$ cat config.mk
export PLATFORM = sky130hd
export DESIGN_NAME = cspwc_core
export DESIGN_NICKNAME = d
export VERILOG_FILES = /design/src/shared/cspwc_pkg.sv /design/src/logic/cspwc_sync.sv /design/src/logic/cspwc_core.sv
export VERILOG_INCLUDE_DIRS = /design/src /design/src/shared
export SDC_FILE = /design/constraint.sdc
export NUM_CORES = 1
export LEC_CHECK = 0
export BUFFER_PORTS_ARGS = -buffer_cell sky130_fd_sc_hd__buf_2
export CAP_MARGIN = 20
export CORE_ASPECT_RATIO = 0.7
export CORE_UTILIZATION = 35
export CTS_CLUSTER_SIZE = 24
export DETAILED_ROUTE_END_ITERATION = 6
export PLACE_DENSITY = 0.65
export SYNTH_ARGS = -nofsm -noshare
export SYNTH_HDL_FRONTEND = slang
export SYNTH_HIERARCHICAL = 1
export SYNTH_SLANG_ARGS = --single-unit
$ cat constraint.sdc
create_clock -name sys_clk_i -period 3.4 [get_ports sys_clk_i]
set_clock_uncertainty 0.05 [all_clocks]
set_input_delay 0.34 -clock sys_clk_i [delete_from_list [all_inputs] [get_ports sys_clk_i]]
set_output_delay 0.34 -clock sys_clk_i [all_outputs]
set_load 0.005 [all_outputs]
$ cat src/shared/cspwc_regs.svh
// register offsets, field positions, codes and reset values of the sleep/pause control
`ifndef CSPWC_REGS_SVH
`define CSPWC_REGS_SVH

// ****************************************************************
// register map (byte addresses)
// ****************************************************************
`define CSPWC_CTRL_OFS       4'h0
`define CSPWC_STAT_OFS       4'h4
`define CSPWC_ADR_W          4

// control register fields
`define CSPWC_CTRL_WAKE_BIT  0
`define CSPWC_CTRL_CONT_BIT  1
`define CSPWC_CTRL_RST       2'h0

// status register fields
`define CSPWC_STAT_STATE_LSB 0
`define CSPWC_STAT_SLEEP_BIT 3
`define CSPWC_STAT_HIB_BIT   4
`define CSPWC_STAT_SUSP_BIT  5
`define CSPWC_STAT_ACK_BIT   6
`define CSPWC_STAT_DBGH_BIT  7
`define CSPWC_STAT_MODE_LSB  8
`define CSPWC_STAT_FRST_BIT  10

// ****************************************************************
// barrier immediates and reset-entry codes
// ****************************************************************
`define CSPWC_IMM_SLEEP      5'h10
`define CSPWC_IMM_HIBERNATE  5'h08
`define CSPWC_IMM_SUSPEND    5'h18
`define CSPWC_ENTRY_NORMAL   2'h0
`define CSPWC_ENTRY_SLEEP    2'h1
`define CSPWC_ENTRY_DEBUG    2'h2
`define CSPWC_ENTRY_RSVD     2'h3

// ****************************************************************
// parameter defaults
// ****************************************************************
`define CSPWC_SYNC_STAGES    2
`define CSPWC_VECTOR_BASE    32'h0000_0000
`define CSPWC_NONSEC_RST     4'h0

`endif

$ cat src/shared/cspwc_pkg.sv
// types of the sleep/pause/wake control
package cspwc_pkg;

	// gray codes along run -> drain -> sleep and run -> pause -> ack
	typedef enum logic [2:0] {
		CSPWC_RUN    = 3'h0,
		CSPWC_SDRAIN = 3'h1,
		CSPWC_SLEEP  = 3'h3,
		CSPWC_PDRAIN = 3'h4,
		CSPWC_PHALT  = 3'h5,
		CSPWC_DHALT  = 3'h6,
		CSPWC_BOOT   = 3'h7
	} cspwc_state_type;

	typedef enum logic [1:0] {
		CSPWC_VAR_NONE = 2'h0,
		CSPWC_VAR_SLP  = 2'h1,
		CSPWC_VAR_HIB  = 2'h2,
		CSPWC_VAR_SUSP = 2'h3
	} cspwc_var_type;

endpackage

$ cat src/logic/cspwc_sync.sv
// synchroniser: a chain of flops, the output follows once the last two agree
`timescale 1ns/10ps
`include "cspwc_regs.svh"
module cspwc_sync #(
	parameter int   STAGES  = `CSPWC_SYNC_STAGES,
	parameter logic RST_VAL = 1'b0
) (
	input  wire logic clk_i,
	input  wire logic rst_n_i,
	input  wire logic d_i,
	output logic      q_o
);

	generate
		if (STAGES == 0)
		begin : g_bypass
			assign q_o = d_i;
		end
		else
		begin : g_chain
			logic [STAGES:0] chain_ff;
			logic            q_ff;
			logic            agree;

			// with two or more stages the first flop feeds only the second; with one it also feeds the compare
			assign agree = (chain_ff[STAGES] == chain_ff[STAGES-1]);

			always_ff @(posedge clk_i or negedge rst_n_i)
			begin
				if (!rst_n_i)
				begin
					chain_ff <= {(STAGES+1){RST_VAL}};
					q_ff     <= RST_VAL;
				end
				else
				begin
					chain_ff <= {chain_ff[STAGES-1:0], d_i};
					q_ff     <= agree ? chain_ff[STAGES] : q_ff;
				end
			end
			assign q_o = q_ff;
		end
	endgenerate

endmodule

$ cat src/logic/cspwc_core.sv
// sleep, pause and wake control of the core, with a wishbone register port
`timescale 1ns/10ps
`include "cspwc_regs.svh"

// Function
// - barrier immediate 16 sleep, 8 hibernate, 24 suspend
// - after sleep barrier wait for idle bus, halt, raise one status
// - in sleep either wake bit wakes; outside sleep wake is ignored
// - after a sleep barrier, resume at next instruction
// - each wake bit optionally synchronised with configurable stage count
// - debug wake request timed by update strobe or core-clock bus
// - pause: finish bus accesses, halt, raise halt acknowledge
// - pause low: resume exactly where paused
// - debug resume request asks outside logic to drop pause
// - pause, acknowledge and resume request are core-clock synchronous
// - entry code 00 starts at reset vector; 11 reserved
// - entry code 01 sleeps from reset, wake starts at vector
// - entry code 10 debug halts unless no debug; continue starts vector
// - four security select bits mark each port non-secure
// - reset passes configurable synchroniser stages, zero means synchronous
// - entry code sampled during reset, applied at release
module cspwc_core
	import cspwc_pkg::*;
#(
	parameter int          SYNC_STAGES    = `CSPWC_SYNC_STAGES,
	parameter logic [1:0]  WAKE_ASYNC_SEL = 2'h3,
	parameter int          DEBUG_LEVEL    = 1,
	parameter int          DEBUG_STYLE    = 0,
	parameter logic [31:0] VECTOR_BASE    = `CSPWC_VECTOR_BASE
) (
	input  wire logic        sys_clk_i,
	input  wire logic        rst_n_i,
	input  wire logic [1:0]  reset_entry_select_i,
	input  wire logic        barrier_valid_i,
	input  wire logic [4:0]  barrier_imm_i,
	input  wire logic        bus_idle_i,
	input  wire logic [1:0]  wake_request_i,
	input  wire logic        pause_i,
	input  wire logic        debug_update_strobe_i,
	input  wire logic [3:0]  access_security_select_i,
	input  wire logic        wb_cyc_i,
	input  wire logic        wb_stb_i,
	input  wire logic        wb_we_i,
	input  wire logic [3:0]  wb_adr_i,
	input  wire logic [3:0]  wb_sel_i,
	input  wire logic [31:0] wb_dat_i,
	output logic [31:0]      wb_dat_o,
	output logic             wb_ack_o,
	output logic             sleep_o,
	output logic             hibernate_o,
	output logic             suspend_o,
	output logic             halt_ack_o,
	output logic             debug_halted_o,
	output logic             debug_wake_o,
	output logic             debug_resume_o,
	output logic             pipe_halt_o,
	output logic             resume_next_o,
	output logic             resume_vector_o,
	output logic [31:0]      reset_vector_o,
	output logic [3:0]       nonsec_o
);

	// ****************************************************************
	// reset and input synchronisers
	// ****************************************************************
	logic            rst_sync;
	logic            rst_core_n;
	logic [1:0]      wake_s;
	logic            upd_s;

	cspwc_sync #(.STAGES(SYNC_STAGES), .RST_VAL(1'b0)) u_rst_sync (
		.clk_i   (sys_clk_i),
		.rst_n_i (rst_n_i),
		.d_i     (1'b1),
		.q_o     (rst_sync)
	);
	// zero stages: reset is already synchronous to the clock
	assign rst_core_n = (SYNC_STAGES == 0) ? rst_n_i : rst_sync;

	genvar gi;
	generate
		for (gi = 0; gi < 2; gi++)
		begin : g_wake
			if (WAKE_ASYNC_SEL[gi])
			begin : g_async
				cspwc_sync #(.STAGES(SYNC_STAGES), .RST_VAL(1'b0)) u_wake_sync (
					.clk_i   (sys_clk_i),
					.rst_n_i (rst_core_n),
					.d_i     (wake_request_i[gi]),
					.q_o     (wake_s[gi])
				);
			end
			else
			begin : g_direct
				assign wake_s[gi] = wake_request_i[gi];
			end
		end
	endgenerate

	cspwc_sync #(.STAGES(`CSPWC_SYNC_STAGES), .RST_VAL(1'b0)) u_upd_sync (
		.clk_i   (sys_clk_i),
		.rst_n_i (rst_core_n),
		.d_i     (debug_update_strobe_i),
		.q_o     (upd_s)
	);

	// ****************************************************************
	// reset-entry capture
	// ****************************************************************
	// no async reset here: the strap must be sampled, not forced
	logic [1:0] entry_ff;

	always_ff @(posedge sys_clk_i)
	begin
		if (!rst_core_n)
			entry_ff <= reset_entry_select_i;
	end

	// ****************************************************************
	// register port
	// ****************************************************************
	logic [1:0]  ctrl_ff;
	logic        ack_ff;
	logic [31:0] rdat_ff;
	logic        wb_req;
	logic        hit_ctrl;
	logic        hit_stat;
	logic        wr_ctrl;
	logic [1:0]  nxt_ctrl;
	logic [31:0] stat_word;
	logic [31:0] nxt_rdat;

	assign wb_req   = wb_cyc_i && wb_stb_i && !ack_ff;
	assign hit_ctrl = (wb_adr_i == `CSPWC_CTRL_OFS);
	assign hit_stat = (wb_adr_i == `CSPWC_STAT_OFS);
	assign wr_ctrl  = wb_req && wb_we_i && hit_ctrl && wb_sel_i[0];
	assign nxt_ctrl = wr_ctrl ? wb_dat_i[1:0] : ctrl_ff;
	// unmapped addresses answer with zero data and ignore writes
	assign nxt_rdat = !wb_req ? rdat_ff :
		hit_ctrl ? {30'h0, ctrl_ff} :
		hit_stat ? stat_word : 32'h0;

	always_ff @(posedge sys_clk_i or negedge rst_core_n)
	begin
		if (!rst_core_n)
		begin
			ctrl_ff <= `CSPWC_CTRL_RST;
			ack_ff  <= 1'b0;
			rdat_ff <= 32'h0;
		end
		else
		begin
			ctrl_ff <= nxt_ctrl;
			ack_ff  <= wb_req;
			rdat_ff <= nxt_rdat;
		end
	end

	assign wb_ack_o = ack_ff;
	assign wb_dat_o = rdat_ff;

	// ****************************************************************
	// debugger requests
	// ****************************************************************
	cspwc_state_type state_ff;
	cspwc_state_type nxt_state;
	logic upd_q_ff;
	logic dbg_tick;
	logic dwake_ff;
	logic dcont_ff;
	logic nxt_dwake;
	logic nxt_dcont;

	// style 0 follows the update strobe, style 1 the core-clock bus
	assign dbg_tick  = (DEBUG_STYLE == 1) || (upd_s && !upd_q_ff);
	assign nxt_dwake = (state_ff != CSPWC_SLEEP) ? 1'b0 :
		dbg_tick ? ctrl_ff[`CSPWC_CTRL_WAKE_BIT] : dwake_ff;
	assign nxt_dcont = !(state_ff inside {CSPWC_PHALT, CSPWC_DHALT}) ? 1'b0 :
		dbg_tick ? ctrl_ff[`CSPWC_CTRL_CONT_BIT] : dcont_ff;

	always_ff @(posedge sys_clk_i or negedge rst_core_n)
	begin
		if (!rst_core_n)
		begin
			upd_q_ff <= 1'b0;
			dwake_ff <= 1'b0;
			dcont_ff <= 1'b0;
		end
		else
		begin
			upd_q_ff <= upd_s;
			dwake_ff <= nxt_dwake;
			dcont_ff <= nxt_dcont;
		end
	end

	// ****************************************************************
	// sequencer
	// ****************************************************************
	cspwc_var_type var_ff;
	cspwc_var_type nxt_var;
	cspwc_var_type bar_var;
	logic frst_ff;
	logic nxt_frst;
	logic nxt_rnext;
	logic nxt_rvec;
	logic any_wake;

	function automatic cspwc_var_type imm_decode(input logic [4:0] imm);
		unique case (imm)
			`CSPWC_IMM_SLEEP:     imm_decode = CSPWC_VAR_SLP;
			`CSPWC_IMM_HIBERNATE: imm_decode = CSPWC_VAR_HIB;
			`CSPWC_IMM_SUSPEND:   imm_decode = CSPWC_VAR_SUSP;
			default:              imm_decode = CSPWC_VAR_NONE;
		endcase
	endfunction

	assign bar_var  = imm_decode(barrier_imm_i);
	assign any_wake = |wake_s;

	always_comb
	begin
		nxt_state = state_ff;
		nxt_var   = var_ff;
		nxt_frst  = frst_ff;
		nxt_rnext = 1'b0;
		nxt_rvec  = 1'b0;
		unique case (state_ff)
			CSPWC_BOOT:
			begin
				// reserved code 11 starts like 00
				nxt_frst = 1'b1;
				if (entry_ff == `CSPWC_ENTRY_SLEEP)
				begin
					nxt_state = CSPWC_SLEEP;
					nxt_var   = CSPWC_VAR_SLP;
				end
				else if (entry_ff == `CSPWC_ENTRY_DEBUG && DEBUG_LEVEL != 0)
					nxt_state = CSPWC_DHALT;
				else
				begin
					nxt_state = CSPWC_RUN;
					nxt_rvec  = 1'b1;
				end
			end
			CSPWC_RUN:
			begin
				nxt_frst = 1'b0;
				// a sleep barrier wins over a pause raised in the same cycle
				if (barrier_valid_i && bar_var != CSPWC_VAR_NONE)
				begin
					nxt_state = CSPWC_SDRAIN;
					nxt_var   = bar_var;
				end
				else if (pause_i)
					nxt_state = CSPWC_PDRAIN;
			end
			CSPWC_SDRAIN:
			begin
				if (bus_idle_i)
					nxt_state = CSPWC_SLEEP;
			end
			CSPWC_SLEEP:
			begin
				if (any_wake)
				begin
					nxt_state = CSPWC_RUN;
					nxt_var   = CSPWC_VAR_NONE;
					nxt_rnext = !frst_ff;
					nxt_rvec  = frst_ff;
				end
			end
			CSPWC_PDRAIN:
			begin
				// pause withdrawn before halting: nothing was stopped
				if (!pause_i)
					nxt_state = CSPWC_RUN;
				else if (bus_idle_i)
					nxt_state = CSPWC_PHALT;
			end
			CSPWC_PHALT:
			begin
				if (!pause_i)
				begin
					nxt_state = CSPWC_RUN;
					nxt_rnext = 1'b1;
				end
			end
			CSPWC_DHALT:
			begin
				if (dcont_ff)
				begin
					nxt_state = CSPWC_RUN;
					nxt_rvec  = 1'b1;
				end
			end
			default:
			begin
				nxt_state = CSPWC_BOOT;
				nxt_var   = CSPWC_VAR_NONE;
			end
		endcase
	end

	// ****************************************************************
	// registered outputs
	// ****************************************************************
	logic       slp_ff;
	logic       hib_ff;
	logic       susp_ff;
	logic       ack_p_ff;
	logic       dhalt_ff;
	logic       phalt_ff;
	logic       rnext_ff;
	logic       rvec_ff;
	logic       dres_ff;
	logic [3:0] nsec_ff;
	logic       nxt_sleeping;

	assign nxt_sleeping = (nxt_state == CSPWC_SLEEP);

	always_ff @(posedge sys_clk_i or negedge rst_core_n)
	begin
		if (!rst_core_n)
		begin
			state_ff <= CSPWC_BOOT;
			var_ff   <= CSPWC_VAR_NONE;
			frst_ff  <= 1'b0;
			slp_ff   <= 1'b0;
			hib_ff   <= 1'b0;
			susp_ff  <= 1'b0;
			ack_p_ff <= 1'b0;
			dhalt_ff <= 1'b0;
			phalt_ff <= 1'b1;
			rnext_ff <= 1'b0;
			rvec_ff  <= 1'b0;
			dres_ff  <= 1'b0;
			nsec_ff  <= `CSPWC_NONSEC_RST;
		end
		else
		begin
			state_ff <= nxt_state;
			var_ff   <= nxt_var;
			frst_ff  <= nxt_frst;
			slp_ff   <= nxt_sleeping && nxt_var == CSPWC_VAR_SLP;
			hib_ff   <= nxt_sleeping && nxt_var == CSPWC_VAR_HIB;
			susp_ff  <= nxt_sleeping && nxt_var == CSPWC_VAR_SUSP;
			ack_p_ff <= (nxt_state == CSPWC_PHALT);
			dhalt_ff <= (nxt_state == CSPWC_DHALT);
			phalt_ff <= nxt_state inside {CSPWC_SLEEP, CSPWC_PHALT, CSPWC_DHALT, CSPWC_BOOT};
			rnext_ff <= nxt_rnext;
			rvec_ff  <= nxt_rvec;
			// same as request and acknowledge flops ANDed, but from one flop
			dres_ff  <= nxt_dcont && (nxt_state == CSPWC_PHALT);
			nsec_ff  <= access_security_select_i;
		end
	end

	// status shows the live state; the wake request waits on outside logic
	assign stat_word = {21'h0, frst_ff, entry_ff, dhalt_ff, ack_p_ff,
		susp_ff, hib_ff, slp_ff, state_ff};

	assign sleep_o         = slp_ff;
	assign hibernate_o     = hib_ff;
	assign suspend_o       = susp_ff;
	assign halt_ack_o      = ack_p_ff;
	assign debug_halted_o  = dhalt_ff;
	assign debug_wake_o    = dwake_ff;
	assign debug_resume_o  = dres_ff;
	assign pipe_halt_o     = phalt_ff;
	assign resume_next_o   = rnext_ff;
	assign resume_vector_o = rvec_ff;
	assign reset_vector_o  = VECTOR_BASE;
	assign nonsec_o        = nsec_ff;
endmodule

Word level (Yosys, flattened, before mapping)
Index checks and enable logic that the tools add are counted.
Word-level totals
  bits in writable memories: 0
  memory bits (read-only): 0
  input bits: 62
  bits in latches: 0
  memories: 0
  flip-flop bits (word level): 75
Operators by class
  add/sub/neg operators: 0
  reduce and logical (&&, ||, !) cells: 23
  muxes and demuxes: 31
  bitwise gates (word level): 0
  eq/ne operators: 24
  order comparisons: 0
  shift-type cells: 0
  div/mod/pow operators: 0
  multipliers: 0
Operator list (count)
  $mux 3: 10
  $mux 11: 2
  $eq 3x3->1 const B: 7
  $pmux 3 s7: 1
  $logic_and 1x1->1: 11
  $eq 5x5->1 const B: 2
  $mux 1: 10
  $pmux 2 s4: 1
  $reduce_bool 2->1: 4
  $eq 2x2->1 const B: 3
  $eq 3x2->1 const B: 2
  $mux 2: 3
  $pmux 2 s3: 1
  $eq 5x4->1 const B: 1
  $eq 1x1->1: 4
  $eq 2x1->1 const B: 2
  $eq 4x3->1 const B: 1
  $logic_not 4->1: 1
  $pmux 1 s2: 2
  $reduce_bool 4->1: 1
  $reduce_or 4->1: 1
  $eq 3x1->1 const B: 1
  $logic_not 1->1: 3
  $logic_not 3->1: 1
  other kinds (3): 3

Longest topological paths before layout
Gate-level depths: netlist of run 1.
  depth after elaboration: 8
  mapped depth: 7
  gate-level depth less buffers: 7

Modules after synthesis
Netlist of run 1, hierarchy kept.
Modules (own cells, without submodules)
  cspwc_core: instances 1, cells an instance 193, sequential area each 965.9 µm², area each 2108.3 µm²
  cspwc_sync: instances 4, cells an instance 5, sequential area each 100.1 µm², area each 111.4 µm²

Worst setup path before layout of run 1
Ideal clock, no wire load.
  path kind: reg2reg
  start: register u_rst_sync/q_o (netlist name)
  end: register u_rst_sync.g_chain.q_ff (netlist: u_rst_sync/q_o)
  required time: 3279 ps
  stages on the path, launching flop included: 2
  arrival: 1806 ps
  period minus slack after synthesis: 1927 ps
  path slack: 1473 ps
  cell sequence: dfrtp_1 maj3_2
RTL lines
  end signal: assignment: line cspwc_sync.sv:38  | q_ff <= agree ? chain_ff[STAGES] : q_ff;
  end: declaration: line cspwc_sync.sv:22  | logic q_ff;

Worst setup path after layout of run 1
  start: register ack_ff (netlist: wb_ack_o)
  end: register ctrl_ff[1]
Between the ends
  word-level cells in the longest chain between the ends: 5
RTL lines
  start: declaration: line cspwc_core.sv:123  | logic ack_ff;
  start signal: assignment: line cspwc_core.sv:154  | ack_ff <= wb_req;
  $logic_not 1->1: line cspwc_core.sv:133  | assign wb_req = wb_cyc_i && wb_stb_i && !ack_ff;
  $logic_and 1x1->1: line cspwc_core.sv:133
  $logic_and 1x1->1 (3 in a row): line cspwc_core.sv:136  | assign wr_ctrl = wb_req && wb_we_i && hit_ctrl && wb_sel_i[0];
  end signal: assignment: line cspwc_core.sv:147  | ctrl_ff <= `CSPWC_CTRL_RST;
  end signal: assignment: line cspwc_core.sv:153  | ctrl_ff <= nxt_ctrl;
  end: declaration: line cspwc_core.sv:122  | logic [1:0] ctrl_ff;
Every way passes these cells.
A chain may end at the register's enable or synchronous reset.

==> results of run 1 <==
==> report_power, final <==
group	leakage (uW)	internal, uW	switching, uW
Clock	0.0000447	149	216
Combinational	0.000714	200	266
Sequential	0.000676	747	127
Total	0.00144	1100	609
==> layout by cell type (no fill, tap or decap), types with 2 or more instances in the layout <==
master,instances
a21oi_1,5
a22o_1,9
buf_2,54
clkbuf_8,5
conb_1,54
dfrtp_1,47
dfstp_2,4
edfxtp_1,2
ha_1,2
inv_1,7
maj3_2,4
mux2_2,2
mux2i_1,5
nand2_1,8
nand3_1,2
nand3b_1,2
nor2_1,7
nor3_1,3
nor3b_1,4
o21ai_0,7
o21ai_1,2
==> worst max-delay path: stages, from the launching register on <==
cell and delay, ps:
dfrtp_1 390, nand3b_1 460, or4_4 600, nor3_2 230, mux2_2 360
==> state kept, by name, indices dropped and copies added (netlist names), 2 cells and up <==
name / flops
var_ff: 2
ctrl_ff: 2
u_rst_sync/g_chain.chain_ff: 3
entry_ff: 2
state_ff: 3
g_wake.g_async.u_wake_sync/g_chain.chain_ff: 6
u_upd_sync/g_chain.chain_ff: 3
g_wake.g_async.u_wake_sync/q_o: 2
nonsec_o: 4
wb_dat_o: 11
==> area by class of cell <==
type                    instances  area, um2
well taps                      94        118
inverters                       7       26.3
multi-input cells             145        916
repair buffers                 56        288
clock buffers                   5       68.8
flip-flops and latches         54       1370
fillers                       677       4100
clock inverters                 3       25.0
==> metrics by stage <==
| stage | hold slack [ps] | power (uW) |
|---|---|---|
| floorplan | -5.59 | 1280 |
| global placement | 94.0 | 1340 |
| detailed placement | 102 | 1350 |
| CTS | 67.5 | 1720 |
| global route | 60.5 | 1820 |
| finish | 80.8 | 1700 |
==> worst min-delay path by stage <==
stage | end | cells past startpoint | slack [ps] | from
floorplan | u_rst_sync/g_chain.chain_ff[0]$_DFF_PN0_ | 0 | -6 | rst_n_i
global placement | u_rst_sync/g_chain.chain_ff[0]$_DFF_PN0_ | 1 | 90 | rst_n_i
detailed placement | u_rst_sync/g_chain.chain_ff[0]$_DFF_PN0_ | 1 | 100 | rst_n_i
CTS | nonsec_o[1]$_DFF_PN0_ | 1 | 70 | access_security_select_i[1]
global route | nonsec_o[0]$_DFF_PN0_ | 1 | 60 | access_security_select_i[0]
finish | nonsec_o[0]$_DFF_PN0_ | 1 | 80 | access_security_select_i[0]
==> repair_timing <==
| action | CTS | global route |
|---|---|---|
| hold endpoints to repair | 4 | 0 |
| endpoints found under the setup margin | 0 | 0 |
| hold buffers | 1 | 0 |
==> logic make-up after synthesis <==
kind of cell    Yosys count  synth area share [%]
compound gates           35                  11.0
mux                       7                  2.84
other cells               2                 0.294
flops                    54                  53.5
fa+ha+maj                 6                  2.74
simple gates             42                  11.0
xor+xnor                  1                 0.343
buf+inv                  66                  18.3
==> layer usage <==
layer	vias to the layer above	part of all wire [%]	track usage, %
met2	56	43	17.6
met5	-	0	0
met1	762	51	17.0
met3	2	5.9	3.55
met4	0	0.28	3.33
li1	733	-	-
==> flow_summary.json, run 1 <==
{
  "status": "completed",
  "synth.cell_area_um2": 2550,
  "coreArea_um2": 6910,
  "p_per_area_nw_per_um2": 607,
  "drcViolationCount": 0,
  "critPathLaunchType": "flip-flop",
  "finalSetupTns_ps": 0,
  "grt_max_degree": 50,
  "critical_path.startpoint": "wb_ack_o$_DFF_PN0_",
  "placed_area_um2": 2710,
  "die_w_um": 104,
  "synth_most_common_cell": "buf_4",
  "worstSetupEndpointType": "flip-flop",
  "place_inst": 355,
  "rsz0062_at_grt": "false",
  "num_io_pins": 141,
  "grt_util_all_layers_pct": 11.9,
  "yosysTopAreaCell": "dfrtp_1",
  "worstMarginPinSlew_ps": 598,
  "nNetsFinal": 333,
  "yosysUniqueCellTypes": 52,
  "path_clk_slew_ps": 110,
  "fmax_mhz": 455,
  "overflow": 0,
  "drt_iter0_markers": 78,
  "clk_latency_ps": 310,
  "syn_inst": 213,
  "vias": 1553,
  "ys.warnings.count": 6,
  "viasPerCell": 4.27,
  "ys_top_cells_by_area": "dfrtp_1 47%, buf_4 16%, dfstp_2 4.1%",
  "regToRegSetupSlack_ps": 1200,
  "dpl.hpwl_um": 3220,
  "htree_levels": 2,
  "design_area_um2": 2810,
  "final_util_pct": 40.6,
  "cp.required_ps": 3550,
  "post-cts-setup-buffers": 0,
  "period_needed_ps": 2200,
  "reg2reg_to": "ctrl_ff[1]$_DFFE_PN0P_",
  "rows": 25,
  "firstDrtPassIters": 5,
  "cts_tree": "built",
  "worstRegToRegCells": 4,
  "start_util_pct": 36.9,
  "crit_type": "reg -> reg",
  "finalCritPeriodShare_pct": 64.6,
  "crit_path_max_fanout": 13,
  "ir_drop_mv": 0.261,
  "cts.sinks": 54,
  "worstSetupEndpoint": "ctrl_ff[1]$_DFFE_PN0P_",
  "grt_pass1_wl_um": 7040,
  "synth_edf_count": 2,
  "setup_viol": 0,
  "die_y_um": 73.5,
  "synth_top_area_share_pct": 47.0,
  "wire_per_inst_um": 11.9,
  "worstPathArrival_ps": 2350,
  "cts_buffers": 5,
  "reg2reg_from": "wb_ack_o$_DFF_PN0_",
  "drt_wl_total_um": 4340,
  "area_growth_pct": 9.99,
  "gp_congestion": 0.782,
  "instances_no_fill": 364,
  "cts_resized": 0,
  "synth_seq_cells": 54,
  "fin_ws_ps": 1200,
  "die-area_um2": 7650,
  "synth_ff_type": "dfrtp_1",
  "drv_cap": 0,
  "diodes": 0,
  "cts.path.max_buffers": 2,
  "yosysSeqAreaShare_pct": 53.5,
  "slew_headroom_pct": 60.1,
  "grt_pass1_vias": 1411,
  "io_buffers": 54,
  "hold_path_class": "in -> reg",
  "async_flop_share_pct": 96.3,
  "antenna_found_initial": 0,
  "cts_root_buf": "clkbuf_8",
  "power.leakage_uw": 0.00144,
  "syn_area_per_cell_um2": 12.0,
  "synth_common_cells": "56 x buf_4, 48 x dfrtp_1, 9 x a22o_1",
  "drive_gt1_share_pct": 31.5,
  "finalMaxSlewViolations": 0,
  "hold_viol_final": 0,
  "post-place-ws_ps": 1210,
  "antenna_left": 0
}
(Power assumes the default switching activity.)
==> run 2: changes to the inputs <==
==> constraint.sdc (replaced) <==
create_clock -name sys_clk_i -period 2.05 [get_ports sys_clk_i]
set_clock_uncertainty 0.05 [all_clocks]
set_input_delay 0.205 -clock sys_clk_i [delete_from_list [all_inputs] [get_ports sys_clk_i]]
set_output_delay 0.205 -clock sys_clk_i [all_outputs]
set_load 0.005 [all_outputs]
==> flow_summary.json, run 2 (synthesis gave the netlist of run 1 again) <==
{
  "diodes": 0,
  "fin_ws_ps": 144,
  "cts_root_buf": "clkbuf_8",
  "setup_viol": 0,
  "timing.hold.ws_ps": 20.6,
  "final_cell_mix": "54 x conb_1, 54 x buf_2, 47 x dfrtp_1",
  "hp-start": "reset_entry_select_i[1]",
  "gp_congestion": 0.782,
  "drt_wl_total_um": 4510,
  "clk_latency_ps": 310,
  "final_util_pct": 42.3,
  "reg2reg_to": "sleep_o$_DFF_PN0_",
  "status": "completed",
  "rsz0062_at_grt": "false",
  "fmax_mhz": 525,
  "die_y_um": 73.5,
  "cts_tree": "built",
  "design_area_um2": 2920,
  "coreArea_um2": 6910,
  "drcViolationCount": 0,
  "grt_pass1_wl_um": 7290,
  "cts.path.max_buffers": 2,
  "path_clk_slew_ps": 100,
  "power.leakage_uw": 0.00149,
  "start_util_pct": 36.9,
  "overflow": 0,
  "htree_levels": 2,
  "die-area_um2": 7650,
  "num-fill-cells": 693,
  "min_to": "entry_ff[1]$_DFFE_PN_",
  "worstSetupEndpointType": "flip-flop",
  "finalMaxSlewViolations": 0,
  "dpl.hpwl_um": 3300,
  "grt_max_degree": 49,
  "finalSetupTns_ps": 0,
  "largest_reg_flops": 11,
  "slew_headroom_pct": 60.1,
  "io_buffers": 54,
  "ir_drop_mv": 0.434,
  "drt_iter0_markers": 111,
  "placed_area_um2": 2730,
  "vias": 1592,
  "antenna_left": 0,
  "period_needed_ps": 1910,
  "critPathLaunchType": "flip-flop",
  "num_io_pins": 141,
  "reg2reg_from": "state_ff[2]$_DFF_PN1_",
  "cp.required_ps": 2220,
  "drive_gt1_share_pct": 31.4,
  "grt_pass1_vias": 1407,
  "worstRegToRegCells": 4,
  "rows": 25,
  "antenna_found_initial": 0,
  "p_per_area_nw_per_um2": 1020,
  "cts_buffers": 5,
  "viasPerCell": 4.26,
  "worstPathArrival_ps": 2070,
  "wire_per_inst_um": 12.1,
  "grt_util_all_layers_pct": 12.6,
  "hold_viol_final": 0,
  "drv_cap": 0,
  "crit_type": "reg -> reg",
  "worstMarginPinSlew_ps": 599,
  "nNetsFinal": 343,
  "cts.sinks": 54,
  "firstDrtPassIters": 4,
  "crit_path_max_fanout": 16,
  "regToRegSetupSlack_ps": 140,
  "post-place-ws_ps": 156,
  "finalCritPeriodShare_pct": 93.0,
  "whs_path_depth": 1,
  "die_w_um": 104,
  "area_growth_pct": 14.5,
  "hold_path_class": "in -> reg"
}
==> run 2: cell types whose count changed in the layout (fill, tap and decap cells not counted), sizes merged <==
cell	delta
buf	+3
bufinv	+1
dlygate4sd3	+7
clkinv	-1
==> run 2: metrics by stage <==
stage | power, uW | instances
2_1_floorplan | 2120 | 265
3_3_place_gp | 2260 | 358
3_5_place_dp | 2280 | 358
4_1_cts | 3010 | 374
5_1_grt | 3190 | 374
6_report | 2990 | 374
==> run 2: worst max-delay path by stage <==
stage / endpoint / startpoint / slack (ps) / cells after the start
6_report: sleep_o$_DFF_PN0_ / state_ff[2]$_DFF_PN1_ / 140 / 4
3_5_place_dp: suspend_o$_DFF_PN0_ / state_ff[0]$_DFF_PN1_ / 160 / 5
4_1_cts: suspend_o$_DFF_PN0_ / state_ff[0]$_DFF_PN1_ / 130 / 5
2_1_floorplan: u_rst_sync/q_o$_DFFE_PN0N_ / u_rst_sync/q_o$_DFFE_PN0N_ / 120 / 1
5_1_grt: debug_resume_o$_DFF_PN0_ / state_ff[1]$_DFF_PN1_ / 1 / 5
3_3_place_gp: hibernate_o$_DFF_PN0_ / state_ff[0]$_DFF_PN1_ / 170 / 5
==> run 2: timing repair <==
| action | 4_1_cts | 5_1_grt |
|---|---|---|
| endpoints found under the setup margin | 0 | 1 |
| buffers inserted | 0 | 0 |
| gates resized for setup | 0 | 1 |
| hold buffers | 8 | 0 |
| hold endpoints to repair | 11 | 0 |
==> run 2: layout make-up <==
type | instances | area, um2 | area share [%]
inverter | 7 | 26.3 | 0.899
clock buffer | 5 | 68.8 | 2.35
clock inverter | 3 | 43.8 | 1.50
multi-input combinational | 145 | 916 | 31.3
sequential | 54 | 1370 | 46.9
tap | 94 | 118 | 4.02
timing repair buffer | 66 | 380 | 13.0
==> run 2: report_power, final <==
part	internal [uW]	switching (uW)
registers	1240	200
logic	364	471
clock network	364	343
==> run 2: metal layers <==
metal | track usage (%) | part of all wire (%) | vias up
li1 | - | - | 754
met1 | 17.5 | 48 | 779
met2 | 18.4 | 44 | 54
met3 | 4.26 | 6.5 | 5
met4 | 4.76 | 1.2 | 0
met5 | 0 | 0 | -
==> run 2: critical path: stages (launching register included) <==
cell,delay [ps]
dfstp_2,720
inv_1,200
o311ai_4,510
nand3b_4,130
nor3b_1,210
==> run 3: changes to the inputs <==
--- a/config.mk
+++ b/config.mk
@@ -12,6 +12,7 @@
 export CORE_UTILIZATION = 35
 export CTS_CLUSTER_SIZE = 24
 export DETAILED_ROUTE_END_ITERATION = 6
+export GPL_TIMING_DRIVEN = 0
 export PLACE_DENSITY = 0.65
 export SYNTH_ARGS = -nofsm -noshare
 export SYNTH_HDL_FRONTEND = slang
==> flow_summary.json, run 3 (synthesis gave the netlist of run 1 again) <==
{
  "status": "completed",
  "die-area_um2": 7650,
  "grt_max_degree": 29,
  "crit_type": "reg -> reg",
  "wire_per_inst_um": 11.5,
  "final_util_pct": 48.3,
  "slew_headroom_pct": 64.4,
  "timing.hold.ws_ps": 22.1,
  "min_to": "entry_ff[1]$_DFFE_PN_",
  "worstMarginPinSlew_ps": 535,
  "placed_area_um2": 3160,
  "grt_pass1_wl_um": 8020,
  "area_growth_pct": 30.9,
  "reg2reg_from": "state_ff[0]$_DFF_PN1_",
  "cts_buffers": 5,
  "setup_viol": 0,
  "worstSetupEndpointType": "flip-flop",
  "largest_reg_flops": 11,
  "finalMaxSlewViolations": 0,
  "grt_pass1_vias": 1621,
  "htree_levels": 2,
  "antenna_found_initial": 0,
  "cts_tree": "built",
  "regToRegSetupSlack_ps": 110,
  "drt_iter0_markers": 64,
  "firstDrtPassIters": 4,
  "crit_path_max_fanout": 10,
  "critPathLaunchType": "flip-flop",
  "gp_congestion": 0.859,
  "dpl.hpwl_um": 3770,
  "drt_wl_total_um": 4940,
  "die_y_um": 73.5,
  "rsz0062_at_grt": "false",
  "antenna_left": 0,
  "vias": 1802,
  "ir_drop_mv": 0.389,
  "finalSetupTns_ps": 0,
  "final_cell_mix": "56 x buf_4, 55 x buf_2, 54 x conb_1",
  "overflow": 0,
  "finalCritPeriodShare_pct": 94.8,
  "hold_path_class": "in -> reg",
  "hp-start": "reset_entry_select_i[1]",
  "num_io_pins": 141,
  "io_buffers": 54,
  "rows": 25,
  "path_clk_slew_ps": 90,
  "period_needed_ps": 1940,
  "clk_latency_ps": 300,
  "reg2reg_to": "suspend_o$_DFF_PN0_",
  "cp.required_ps": 2200,
  "fmax_mhz": 515,
  "worstRegToRegCells": 7,
  "diodes": 0,
  "num-fill-cells": 625,
  "power.leakage_uw": 0.00179,
  "drive_gt1_share_pct": 42.4,
  "design_area_um2": 3340,
  "grt_util_all_layers_pct": 13.6,
  "viasPerCell": 4.18,
  "whs_path_depth": 1,
  "hold_viol_final": 0,
  "die_w_um": 104,
  "coreArea_um2": 6910,
  "cts.path.max_buffers": 2,
  "drv_cap": 0,
  "cts_root_buf": "clkbuf_8",
  "p_per_area_nw_per_um2": 914,
  "layout_commonest_cell": "buf_4",
  "nNetsFinal": 400,
  "cts.sinks": 54,
  "start_util_pct": 36.9,
  "drcViolationCount": 0,
  "worstPathArrival_ps": 2090
}
run 3: cell count changes in the layout (fill, tap and decap cells not counted), sizes merged:
cell,previous run,this run
bufinv,1,0
buf,58,114
clkinvlp,1,0
clkbuf,5,9
inv,8,7
run 3: final cells by class:
class | count | area (um2) | share of cell area [%]
inverters | 7 | 26.3 | 0.786
clock buffers | 8 | 90.1 | 2.70
flip-flops and latches | 54 | 1370 | 40.9
repair buffers | 64 | 378 | 11.3
well taps | 94 | 118 | 3.52
plain buffers | 59 | 444 | 13.3
multi-input cells | 145 | 918 | 27.5
run 3: worst max-delay path by stage:
stage | start | slack (ps) | to
2_1_floorplan | u_rst_sync/q_o$_DFFE_PN0N_ | 120 | u_rst_sync/q_o$_DFFE_PN0N_
3_5_place_dp | state_ff[0]$_DFF_PN1_ | 110 | suspend_o$_DFF_PN0_
6_report | state_ff[0]$_DFF_PN1_ | 110 | suspend_o$_DFF_PN0_
5_1_grt | state_ff[1]$_DFF_PN1_ | 1 | debug_resume_o$_DFF_PN0_
4_1_cts | state_ff[0]$_DFF_PN1_ | 90 | suspend_o$_DFF_PN0_
3_3_place_gp | u_rst_sync/q_o$_DFFE_PN0N_ | -360 | u_rst_sync/q_o$_DFFE_PN0N_
run 3: timing repair:
action / CTS / global route
hold endpoints to repair: 11 / 0
endpoints found under the setup margin: 0 / 4
setup buffers: 0 / 1
gates resized for setup: 0 / 2
hold buffers: 8 / 0
run 3: where the power goes:
part	switching (uW)	total [uW]	internal, uW	leakage, uW
registers	96.1	1330	1230	0.000676
logic	625	1130	501	0.00107
clock network	325	601	276	0.0000455
run 3: worst max-delay path, cell delays in order (launching register included):
cell and delay, ps:
dfstp_2 520, buf_2 210, buf_6 180, o21ai_1 120, a22oi_1 230, o211ai_2 220
nand3b_4 130, and3b_1 180
run 3: routing by layer:
metal / global-route usage, % / up-vias / part of all wire (%)
met4: 4.29 / 0 / 0.79
met2: 21.3 / 63 / 46
met1: 18.7 / 861 / 47
met5: 0 / - / 0
li1: - / 873 / -
met3: 3.46 / 5 / 6.5
run 3: per-stage QoR:
stage	instances	setup WS, ps	total power [uW]
final	431	107	3050
after global routing	431	1.41	3250
after CTS	430	93.2	3030
after detailed placement	414	111	2420
after global placement	413	-358	2390
after floorplan	265	123	2120
